<file path="src/include/tam_pkg.sv">
// constants and types shared by the touch measurement sequencer
package tam_pkg;
  // ==========================================
  // clocking and conversion timing
  localparam int PCLK_HZ = 40_000_000;
  localparam int CCLK8_HZ = 4_000_000;
  localparam int CCLK12_HZ = 2_000_000;
  localparam int DIV8 = PCLK_HZ / CCLK8_HZ;
  localparam int DIV12 = PCLK_HZ / CCLK12_HZ;
  localparam int STEP12_CLKS = 19;
  localparam int STEP8_CLKS = 16;
  localparam int FILT_STEPS = 7;
  localparam int FILTER_CLKS = 19;
  localparam int OVERLAP_CLKS = 4;
  localparam int CMD_BITS = 8;
  localparam int CMD_START_POS = 7;
  localparam int CMD_RES8_POS = 3;
  localparam int FRAME_A = 8;
  localparam int FRAME_B = 16;
  localparam int FRAME_C = 24;
  // reciprocal of seven, scaled by two to the sixteenth
  localparam int RECIP7 = 9363;
  localparam int RECIP_SHIFT = 16;
  // ==========================================
  // register map
  localparam logic [11:0] CTRL_OFS = 12'h000;
  localparam logic [11:0] STATUS_OFS = 12'h004;
  localparam logic [11:0] RESULT_OFS = 12'h008;
  localparam logic [11:0] COUNT_OFS = 12'h00C;
  localparam int CTRL_FILT_POS = 0;
  localparam int CTRL_EARLY_POS = 1;
  localparam int CTRL_FRAME_POS = 2;
  localparam logic [3:0] CTRL_RST = 4'h5;
  localparam int ST_BUSY_POS = 0;
  localparam int ST_RES8_POS = 1;
  localparam int ST_OVR_POS = 2;
  localparam int ST_LEVEL_POS = 8;
  typedef enum logic [1:0] {TAM_IDLE, TAM_CONV, TAM_FILT, TAM_PUSH} tam_state_t;
endpackage

</file>
<file path="src/rtl/tam_sequencer.sv">
// touch measurement sequencer with apb registers, spi slave and result fifo
//
// The APB register port and the address map are this design's own decisions.

// ==========================================
// result fifo
module tam_fifo
  import tam_pkg::*;
#(
  parameter int WIDTH = 12,
  parameter int DEPTH = 32
)
(
  input wire logic pclk, // bus clock
  input wire logic presetn, // async reset, low
  input wire logic in_valid, // push request
  output logic in_ready, // room for a word
  input wire logic [WIDTH-1:0] in_data, // pushed word
  output logic out_valid, // word available
  input wire logic out_ready, // pop request
  output logic [WIDTH-1:0] out_data, // head word
  output logic [$clog2(DEPTH):0] level // words held
);
  localparam int AW = $clog2(DEPTH);
  logic [WIDTH-1:0] mem_reg [DEPTH];
  logic [AW-1:0] wr_reg;
  logic [AW-1:0] rd_reg;
  logic [AW:0] cnt_reg;
  logic push;
  logic pop;

  // honest flags from the word count
  assign in_ready = cnt_reg != DEPTH[AW:0];
  assign out_valid = cnt_reg != '0;
  assign push = in_valid && in_ready;
  assign pop = out_ready && out_valid;
  assign out_data = mem_reg[rd_reg];
  assign level = cnt_reg;

  // storage writes, no reset needed on data
  always_ff @(posedge pclk)
  begin
    if (push)
    begin
      mem_reg[wr_reg] <= in_data;
    end
  end

  // pointers and count
  always_ff @(posedge pclk or negedge presetn)
  begin
    if (!presetn)
    begin
      wr_reg <= '0;
      rd_reg <= '0;
      cnt_reg <= '0;
    end
    else
    begin
      if (push)
      begin
        wr_reg <= wr_reg + 1'b1;
      end
      if (pop)
      begin
        rd_reg <= rd_reg + 1'b1;
      end
      cnt_reg <= cnt_reg + {{AW{1'b0}}, push} - {{AW{1'b0}}, pop};
    end
  end
endmodule

// ==========================================
// top level
module tam_sequencer
#(
  parameter int FIFO_DEPTH = 32
)
(
  input wire logic pclk, // bus clock, 40 MHz
  input wire logic presetn, // async reset, low
  input wire logic psel, // apb select
  input wire logic penable, // apb access phase
  input wire logic pwrite, // apb direction
  input wire logic [11:0] paddr, // apb byte address
  input wire logic [31:0] pwdata, // apb write data
  output logic [31:0] prdata, // apb read data
  output logic pready, // apb ready
  output logic pslverr, // apb error, unmapped
  input wire logic cs_n, // spi select, low
  input wire logic sclk, // spi clock from host
  input wire logic mosi, // spi data in
  output logic miso, // spi data out
  output logic miso_oe, // drive enable for miso
  output logic adc_start, // pulse: begin acquisition
  output logic adc_res8, // converter in 8-bit mode
  input wire logic [11:0] adc_data // converted sample
);
  import tam_pkg::*;

  tam_state_t state_reg;
  logic [3:0] ctrl_reg;
  logic ovr_reg;
  logic [11:0] last_reg;
  logic [31:0] count_reg;
  logic pready_reg;
  logic pslverr_reg;
  logic [31:0] prdata_reg;
  logic sclk_q_reg;
  logic [4:0] bit_reg;
  logic idle_reg;
  logic [6:0] cmd_reg;
  logic [11:0] tx_reg;
  logic miso_reg;
  logic miso_oe_reg;
  logic [4:0] div_reg;
  logic [4:0] cyc_reg;
  logic [2:0] step_reg;
  logic [14:0] sum_reg;
  logic res8_reg;
  logic filt_reg;
  logic adc_start_reg;
  logic rise;
  logic fall;
  logic cmd_done;
  logic [7:0] cmd_full;
  logic start;
  logic tick;
  logic tx_load;
  logic tx_pop;
  logic loaded_reg;
  logic apb_wr;
  logic apb_acc;
  logic [28:0] product;
  logic [11:0] result;
  logic fifo_in_ready;
  logic fifo_out_valid;
  logic [11:0] fifo_out_data;
  logic [$clog2(FIFO_DEPTH):0] fifo_level;

  // frame length chosen by software
  function automatic logic [4:0] frame_clocks(input logic [1:0] sel);
    unique case (sel)
      2'h0: frame_clocks = 5'(FRAME_A);
      2'h1: frame_clocks = 5'(FRAME_B);
      default: frame_clocks = 5'(FRAME_C);
    endcase
  endfunction

  // conversion clocks in one step, first step shortened by the overlap
  function automatic logic [4:0] step_clocks(input logic r8, input logic first);
    logic [4:0] n;
    n = r8 ? 5'(STEP8_CLKS) : 5'(STEP12_CLKS);
    step_clocks = first ? n - 5'(OVERLAP_CLKS) : n;
  endfunction

  // ==========================================
  // apb slave
  assign apb_acc = psel && penable && !pready_reg;
  assign apb_wr = psel && penable && pready_reg && pwrite;

  // one wait state keeps every bus output registered
  always_ff @(posedge pclk or negedge presetn)
  begin
    if (!presetn)
    begin
      pready_reg <= 1'b0;
      pslverr_reg <= 1'b0;
      prdata_reg <= '0;
    end
    else
    begin
      pready_reg <= apb_acc;
      pslverr_reg <= 1'b0;
      prdata_reg <= '0;
      if (apb_acc)
      begin
        unique case (paddr)
          CTRL_OFS: prdata_reg <= {28'h0000000, ctrl_reg};
          STATUS_OFS:
          begin
            prdata_reg[ST_BUSY_POS] <= state_reg != TAM_IDLE;
            prdata_reg[ST_RES8_POS] <= res8_reg;
            prdata_reg[ST_OVR_POS] <= ovr_reg;
            prdata_reg[ST_LEVEL_POS +: $bits(fifo_level)] <= fifo_level;
          end
          RESULT_OFS: prdata_reg <= {20'h00000, last_reg};
          COUNT_OFS: prdata_reg <= count_reg;
          default: pslverr_reg <= 1'b1;
        endcase
      end
    end
  end

  // control register
  always_ff @(posedge pclk or negedge presetn)
  begin
    if (!presetn)
    begin
      ctrl_reg <= CTRL_RST;
    end
    else if (apb_wr && paddr == CTRL_OFS)
    begin
      ctrl_reg <= pwdata[3:0];
    end
  end

  // overrun flag, write one to clear; a new event wins over the clear
  always_ff @(posedge pclk or negedge presetn)
  begin
    if (!presetn)
    begin
      ovr_reg <= 1'b0;
    end
    else if (cmd_done && !start)
    begin
      ovr_reg <= 1'b1;
    end
    else if (apb_wr && paddr == STATUS_OFS && pwdata[ST_OVR_POS])
    begin
      ovr_reg <= 1'b0;
    end
  end

  // ==========================================
  // spi slave, pins taken as synchronous to pclk
  assign rise = sclk && !sclk_q_reg && !cs_n;
  assign fall = !sclk && sclk_q_reg && !cs_n;
  assign cmd_full = {cmd_reg, mosi};
  assign cmd_done = rise && !idle_reg && bit_reg == 5'(CMD_BITS - 1);
  assign tx_load = (rise && idle_reg) || (!cs_n && !miso_oe_reg);
  // the head word leaves the fifo at the first sclk rise of a frame, so a deselect before that loses nothing
  assign tx_pop = rise && miso_oe_reg && !idle_reg && bit_reg == '0 && loaded_reg;
  // a command is honoured only when the sequencer and fifo can take it
  assign start = cmd_done && cmd_full[CMD_START_POS] && state_reg == TAM_IDLE && fifo_in_ready;

  // bit counter; after each frame one clock is spent idle
  always_ff @(posedge pclk or negedge presetn)
  begin
    if (!presetn)
    begin
      sclk_q_reg <= 1'b0;
      bit_reg <= '0;
      idle_reg <= 1'b0;
      cmd_reg <= '0;
    end
    else
    begin
      sclk_q_reg <= sclk;
      if (cs_n)
      begin
        bit_reg <= '0;
        idle_reg <= 1'b0;
      end
      else if (rise && idle_reg)
      begin
        idle_reg <= 1'b0;
      end
      else if (rise)
      begin
        cmd_reg <= cmd_full[6:0];
        if (bit_reg == frame_clocks(ctrl_reg[CTRL_FRAME_POS +: 2]) - 5'd1)
        begin
          bit_reg <= '0;
          idle_reg <= 1'b1;
        end
        else
        begin
          bit_reg <= bit_reg + 5'd1;
        end
      end
    end
  end

  // output shifter, loaded only between frames so a result never changes mid-frame
  always_ff @(posedge pclk or negedge presetn)
  begin
    if (!presetn)
    begin
      tx_reg <= '0;
      miso_reg <= 1'b0;
      miso_oe_reg <= 1'b0;
      loaded_reg <= 1'b0;
    end
    else
    begin
      miso_oe_reg <= !cs_n;
      // shifter holds a peeked fifo word until the frame starts
      if (tx_load)
      begin
        loaded_reg <= fifo_out_valid;
      end
      else if (tx_pop)
      begin
        loaded_reg <= 1'b0;
      end
      if (tx_load)
      begin
        // early release shows the msb at once; legacy leads with one null bit
        if (ctrl_reg[CTRL_EARLY_POS])
        begin
          miso_reg <= fifo_out_valid && fifo_out_data[11];
          tx_reg <= fifo_out_valid ? {fifo_out_data[10:0], 1'b0} : '0;
        end
        else
        begin
          miso_reg <= 1'b0;
          tx_reg <= fifo_out_valid ? fifo_out_data : '0;
        end
      end
      else if (fall && !idle_reg && bit_reg != '0)
      begin
        miso_reg <= tx_reg[11];
        tx_reg <= {tx_reg[10:0], 1'b0};
      end
    end
  end

  // ==========================================
  // conversion clock from the pclk divider
  assign tick = div_reg == (res8_reg ? 5'(DIV8 - 1) : 5'(DIV12 - 1));

  // divider runs free so later steps ignore sclk entirely
  always_ff @(posedge pclk or negedge presetn)
  begin
    if (!presetn)
    begin
      div_reg <= '0;
    end
    else
    begin
      div_reg <= tick ? '0 : div_reg + 5'd1;
    end
  end

  // ==========================================
  // measurement sequence
  assign product = 29'(sum_reg * 15'(RECIP7));
  assign result = filt_reg ? product[RECIP_SHIFT +: 12] : sum_reg[11:0];

  // steps, filter loop and push into the fifo; host may leave meanwhile
  always_ff @(posedge pclk or negedge presetn)
  begin
    if (!presetn)
    begin
      state_reg <= TAM_IDLE;
      cyc_reg <= '0;
      step_reg <= '0;
      sum_reg <= '0;
      res8_reg <= 1'b0;
      filt_reg <= 1'b0;
      adc_start_reg <= 1'b0;
      last_reg <= '0;
      count_reg <= '0;
    end
    else
    begin
      adc_start_reg <= 1'b0;
      unique case (state_reg)
        TAM_IDLE:
        begin
          if (start)
          begin
            state_reg <= TAM_CONV;
            res8_reg <= cmd_full[CMD_RES8_POS];
            filt_reg <= ctrl_reg[CTRL_FILT_POS];
            cyc_reg <= '0;
            step_reg <= '0;
            sum_reg <= '0;
            adc_start_reg <= 1'b1;
          end
        end
        TAM_CONV:
        begin
          if (tick && cyc_reg == step_clocks(res8_reg, step_reg == '0) - 5'd1)
          begin
            sum_reg <= sum_reg + {3'b000, adc_data};
            cyc_reg <= '0;
            if (!filt_reg || step_reg == 3'(FILT_STEPS - 1))
            begin
              state_reg <= filt_reg ? TAM_FILT : TAM_PUSH;
            end
            else
            begin
              step_reg <= step_reg + 3'd1;
              adc_start_reg <= 1'b1;
            end
          end
          else if (tick)
          begin
            cyc_reg <= cyc_reg + 5'd1;
          end
        end
        TAM_FILT:
        begin
          if (tick && cyc_reg == 5'(FILTER_CLKS - 1))
          begin
            state_reg <= TAM_PUSH;
          end
          else if (tick)
          begin
            cyc_reg <= cyc_reg + 5'd1;
          end
        end
        TAM_PUSH:
        begin
          // waits here while the fifo is full
          if (fifo_in_ready)
          begin
            state_reg <= TAM_IDLE;
            last_reg <= result;
            count_reg <= count_reg + 32'd1;
          end
        end
      endcase
    end
  end

  // result queue between sequencer and spi readout
  tam_fifo #(
    .WIDTH(12),
    .DEPTH(FIFO_DEPTH)
  ) u_fifo (
    .pclk(pclk),
    .presetn(presetn),
    .in_valid(state_reg == TAM_PUSH),
    .in_ready(fifo_in_ready),
    .in_data(result),
    .out_valid(fifo_out_valid),
    .out_ready(tx_pop),
    .out_data(fifo_out_data),
    .level(fifo_level)
  );

  // ==========================================
  // outputs
  assign prdata = prdata_reg;
  assign pready = pready_reg;
  assign pslverr = pslverr_reg;
  assign miso = miso_reg;
  assign miso_oe = miso_oe_reg;
  assign adc_start = adc_start_reg;
  assign adc_res8 = res8_reg;
endmodule

</file>
<file path="config.mk">
export PLATFORM = sky130hd
export DESIGN_NAME = tam_sequencer
export DESIGN_NICKNAME = d
export VERILOG_FILES = /design/src/include/tam_pkg.sv /design/src/rtl/tam_sequencer.sv
export SDC_FILE = /design/constraint.sdc
export NUM_CORES = 1
export LEC_CHECK = 0
export BUFFER_PORTS_ARGS = -buffer_cell sky130_fd_sc_hd__buf_2
export CORE_MARGIN = 4
export CORE_UTILIZATION = 45
export DETAILED_ROUTE_END_ITERATION = 10
export SYNTH_ARGS = -nofsm -noshare
export SYNTH_HDL_FRONTEND = slang
export SYNTH_SLANG_ARGS = --single-unit
</file>
<file path="constraint.sdc">
create_clock -name pclk -period 9.8 [get_ports pclk]
set_clock_uncertainty 0.15 [all_clocks]
set_input_delay 1.47 -clock pclk [delete_from_list [all_inputs] [get_ports pclk]]
set_output_delay 1.47 -clock pclk [all_outputs]
set_load 0.01 [all_outputs]
</file>
==> impl_metrics.tcl <==
set metrics [dict create \
    status "complete, no violations" \
    fmax_ghz 0.152 \
    hpwl_um 36000 \
    cp_max_fo 33 \
    synth_top_area_share_pct 45.4 \
    ys_async_sr_fraction_pct 29.5 \
    synthesis.area_um2 25400 \
    drc 0 \
    cp_data_arrival_time_ns 6.90 \
    holdWs_ns 0.325 \
    synth_top_cell_by_area "edfxtp_1" \
    cts_tree "done" \
    ir_worst_vdd_mv 0.134 \
    chipHeight_um 246 \
    ys_warn_count 0 \
    globalplace.congestion 0.803 \
    postCtsSetupRepairBufs 0 \
    yosysUniqueCellTypes 73 \
    grt_pass1_vias 15200 \
    required_ns 10.13 \
    synth_edf_count 384 \
    synth_seq_area_share_pct 61.2 \
    wirelength_um 56100 \
    holdCritPathClass "reg -> reg" \
    nets 2086 \
    h-tree-depth 2 \
    slew_headroom_pct 20.1 \
    power.total_mw 5.56 \
    drt_iter0_drc 767 \
    num_vias 14500 \
    initial_core_util_pct 45.8 \
    finalMaxSlewViolations 0 \
    cts_resized 0 \
    detail-route-antenna-nets 0 \
    end_kind "register" \
    dpl-instance-area_um2 26800 \
    antenna_found_initial 1 \
    root_buffer "clkbuf_16" \
    tns_ns 0 \
    synthTopCellsByCount "384 x edfxtp_1, 159 x dfrtp_1, 130 x ha_1" \
    critPathSlowestCell "a311oi_1" \
    synth_seq_cells 545 \
    fin_crit_sh_pct 67.0 \
    powerDensity_nw_per_um2 194 \
    num_rows 86 \
    cts_buffer_depth 3 \
    worstSetupStartpointType "register" \
    synth.most_common_cell "edfxtp_1" \
    synthToLayoutAreaGrowth_pct 12.8 \
    worstMarginPinSlew_ns 1.20 \
    rsz0062_at_grt "false" \
    p_leak_nw 11.6 \
    cp_cell_sequence "ha_1, fa_1, inv_1, fa_1, inv_1, fa_1, inv_1, fa_1, inv_1, ha_1, a21o_1, a21o_1, o21a_1, a311oi_1, o21ai_0, xor2_1, mux2_2, mux2_2" \
    cts_sinks 545 \
    drive_above_1_share_pct 17.3 \
    hold_viol_final 0 \
    grt_max_degree 83 \
    period_minus_slack_ns 6.57 \
    clk_pin_slew_ns 0.06 \
    grt_pass1_wl_um 88300 \
    overflow 0 \
    numPortBuffers 73 \
    dieArea_um2 60400 \
    setup_viol 0 \
    postLayoutCoreUtil_pct 51.7 \
    dieWidth_um 246 \
    fin_area_um2 28700 \
    vias_per_cell 5.45 \
    max_cap_viol_count 0 \
    route.detailed.wl_per_inst_um 21.2 \
    largest_reg_flops 384 \
    path_class "reg -> reg" \
    synth.area.top_cells "edfxtp_1 45%, dfrtp_1 16%, mux4_2 6.7%" \
    firstDrtPassIters 4 \
    ys.flop_type "edfxtp_1" \
    netlist_instances 1745 \
    cts_inserted_buffers 55 \
    critPathMaxStageDelay_ns 0.77 \
    clk_latency_ns 0.60 \
    syn_area_per_cell_um2 14.6 \
    synth_nets 1975 \
    hold_buffers 0 \
    core_um2 55500 \
    grt_usage_pct 19.0 \
    ios 102 \
]
==> final timing paths <==
kind | cells past startpoint | slack [ns] | startpoint | to
max reg2reg | 18 | 3.23 | sum_reg[4]$_DFFE_PN0P_ | last_reg[5]$_DFFE_PN0P_
min | 1 | 0.32 | count_reg[31]$_DFFE_PN0P_ | count_reg[31]$_DFFE_PN0P_
max | 18 | 3.23 | sum_reg[4]$_DFFE_PN0P_ | last_reg[5]$_DFFE_PN0P_
min reg2reg | 1 | 0.32 | count_reg[31]$_DFFE_PN0P_ | count_reg[31]$_DFFE_PN0P_
max in group asynchronous | 2 | 7.14 | presetn | count_reg[1]$_DFFE_PN0P_
min in group asynchronous | 1 | 0.76 | presetn | tx_reg[8]$_DFFE_PN0P_
==> critical path: cells and delay by family, from the launching register on <==
kind | cells | cell delay [ns]
buf+inv | 4 | 0.23
fa+ha+maj | 6 | 2.76
compound gates | 5 | 1.56
mux | 2 | 0.93
flops | 1 | 0.62
xor+xnor | 1 | 0.19
==> cell type report <==
cell class | count | area (um2)
Antenna cell | 1 | 2.50
Clock inverter | 34 | 330
Inverter | 103 | 387
Multi-Input combinational cell | 1032 | 9230
Fill cell | 4745 | 26800
Sequential cell | 545 | 15600
Tap cell | 748 | 936
Clock buffer | 70 | 1520
Timing Repair Buffer | 119 | 717
==> cells by family (layout without fill, tap and decap cells) <==
kind of cell,after synthesis,after routing,share of synthesized area (%)
DFF,545,545,61.2
and+or+nand+nor,375,375,7.32
AOI/OAI and AO/OA,234,234,6.06
muxes,182,182,11.0
buffers and inverters,168,326,2.56
adders and majority gates,166,166,9.23
xor gates and xnor gates,75,75,2.58
other,0,1,0
==> cell usage in the layout (no fill, tap or decap), types with 7 or more instances in the layout <==
| master | n |
|---|---|
| mux2_2 | 25 |
| a211oi_1 | 18 |
| xor2_1 | 21 |
| nand4_1 | 14 |
| clkbuf_1 | 9 |
| clkinv_1 | 15 |
| nor2b_1 | 10 |
| edfxtp_1 | 384 |
| o22ai_1 | 15 |
| ha_1 | 130 |
| clkbuf_16 | 57 |
| o221ai_1 | 23 |
| nand2_1 | 116 |
| a21oi_1 | 44 |
| and3_1 | 15 |
| fa_1 | 36 |
| mux4_2 | 76 |
| and2_1 | 23 |
| nand3_1 | 31 |
| inv_1 | 102 |
| dfrtp_1 | 157 |
| o21ai_0 | 64 |
| a22o_1 | 10 |
| o31ai_1 | 7 |
| a21o_1 | 14 |
| buf_2 | 72 |
| nand2b_1 | 11 |
| xnor2_1 | 54 |
| nor2_1 | 99 |
| buf_4 | 46 |
| a31oi_1 | 7 |
| clkinv_2 | 9 |
| nor3_1 | 10 |
| mux2i_1 | 81 |
==> power breakdown <==
| group | switching (mW) | total, mW | internal, mW |
|---|---|---|---|
| registers | 0.0799 | 2.60 | 2.52 |
| logic | 0.464 | 0.831 | 0.366 |
| clock network | 0.871 | 2.12 | 1.25 |
==> metrics by stage <==
stage | std cells | setup WS (ns)
after global routing | 2651 | 3.01
final | 2652 | 3.23
after detailed placement | 2547 | 3.26
after CTS | 2651 | 3.26
after floorplan | 1745 | 3.87
after global placement | 2547 | 3.40
==> metal layers <==
metal	global-route usage, %	wire (um)
met5	0	0
met1	26.0	25000
met3	2.46	1790
met2	32.1	27800
met4	5.57	1530
(Power assumes the default switching activity.)
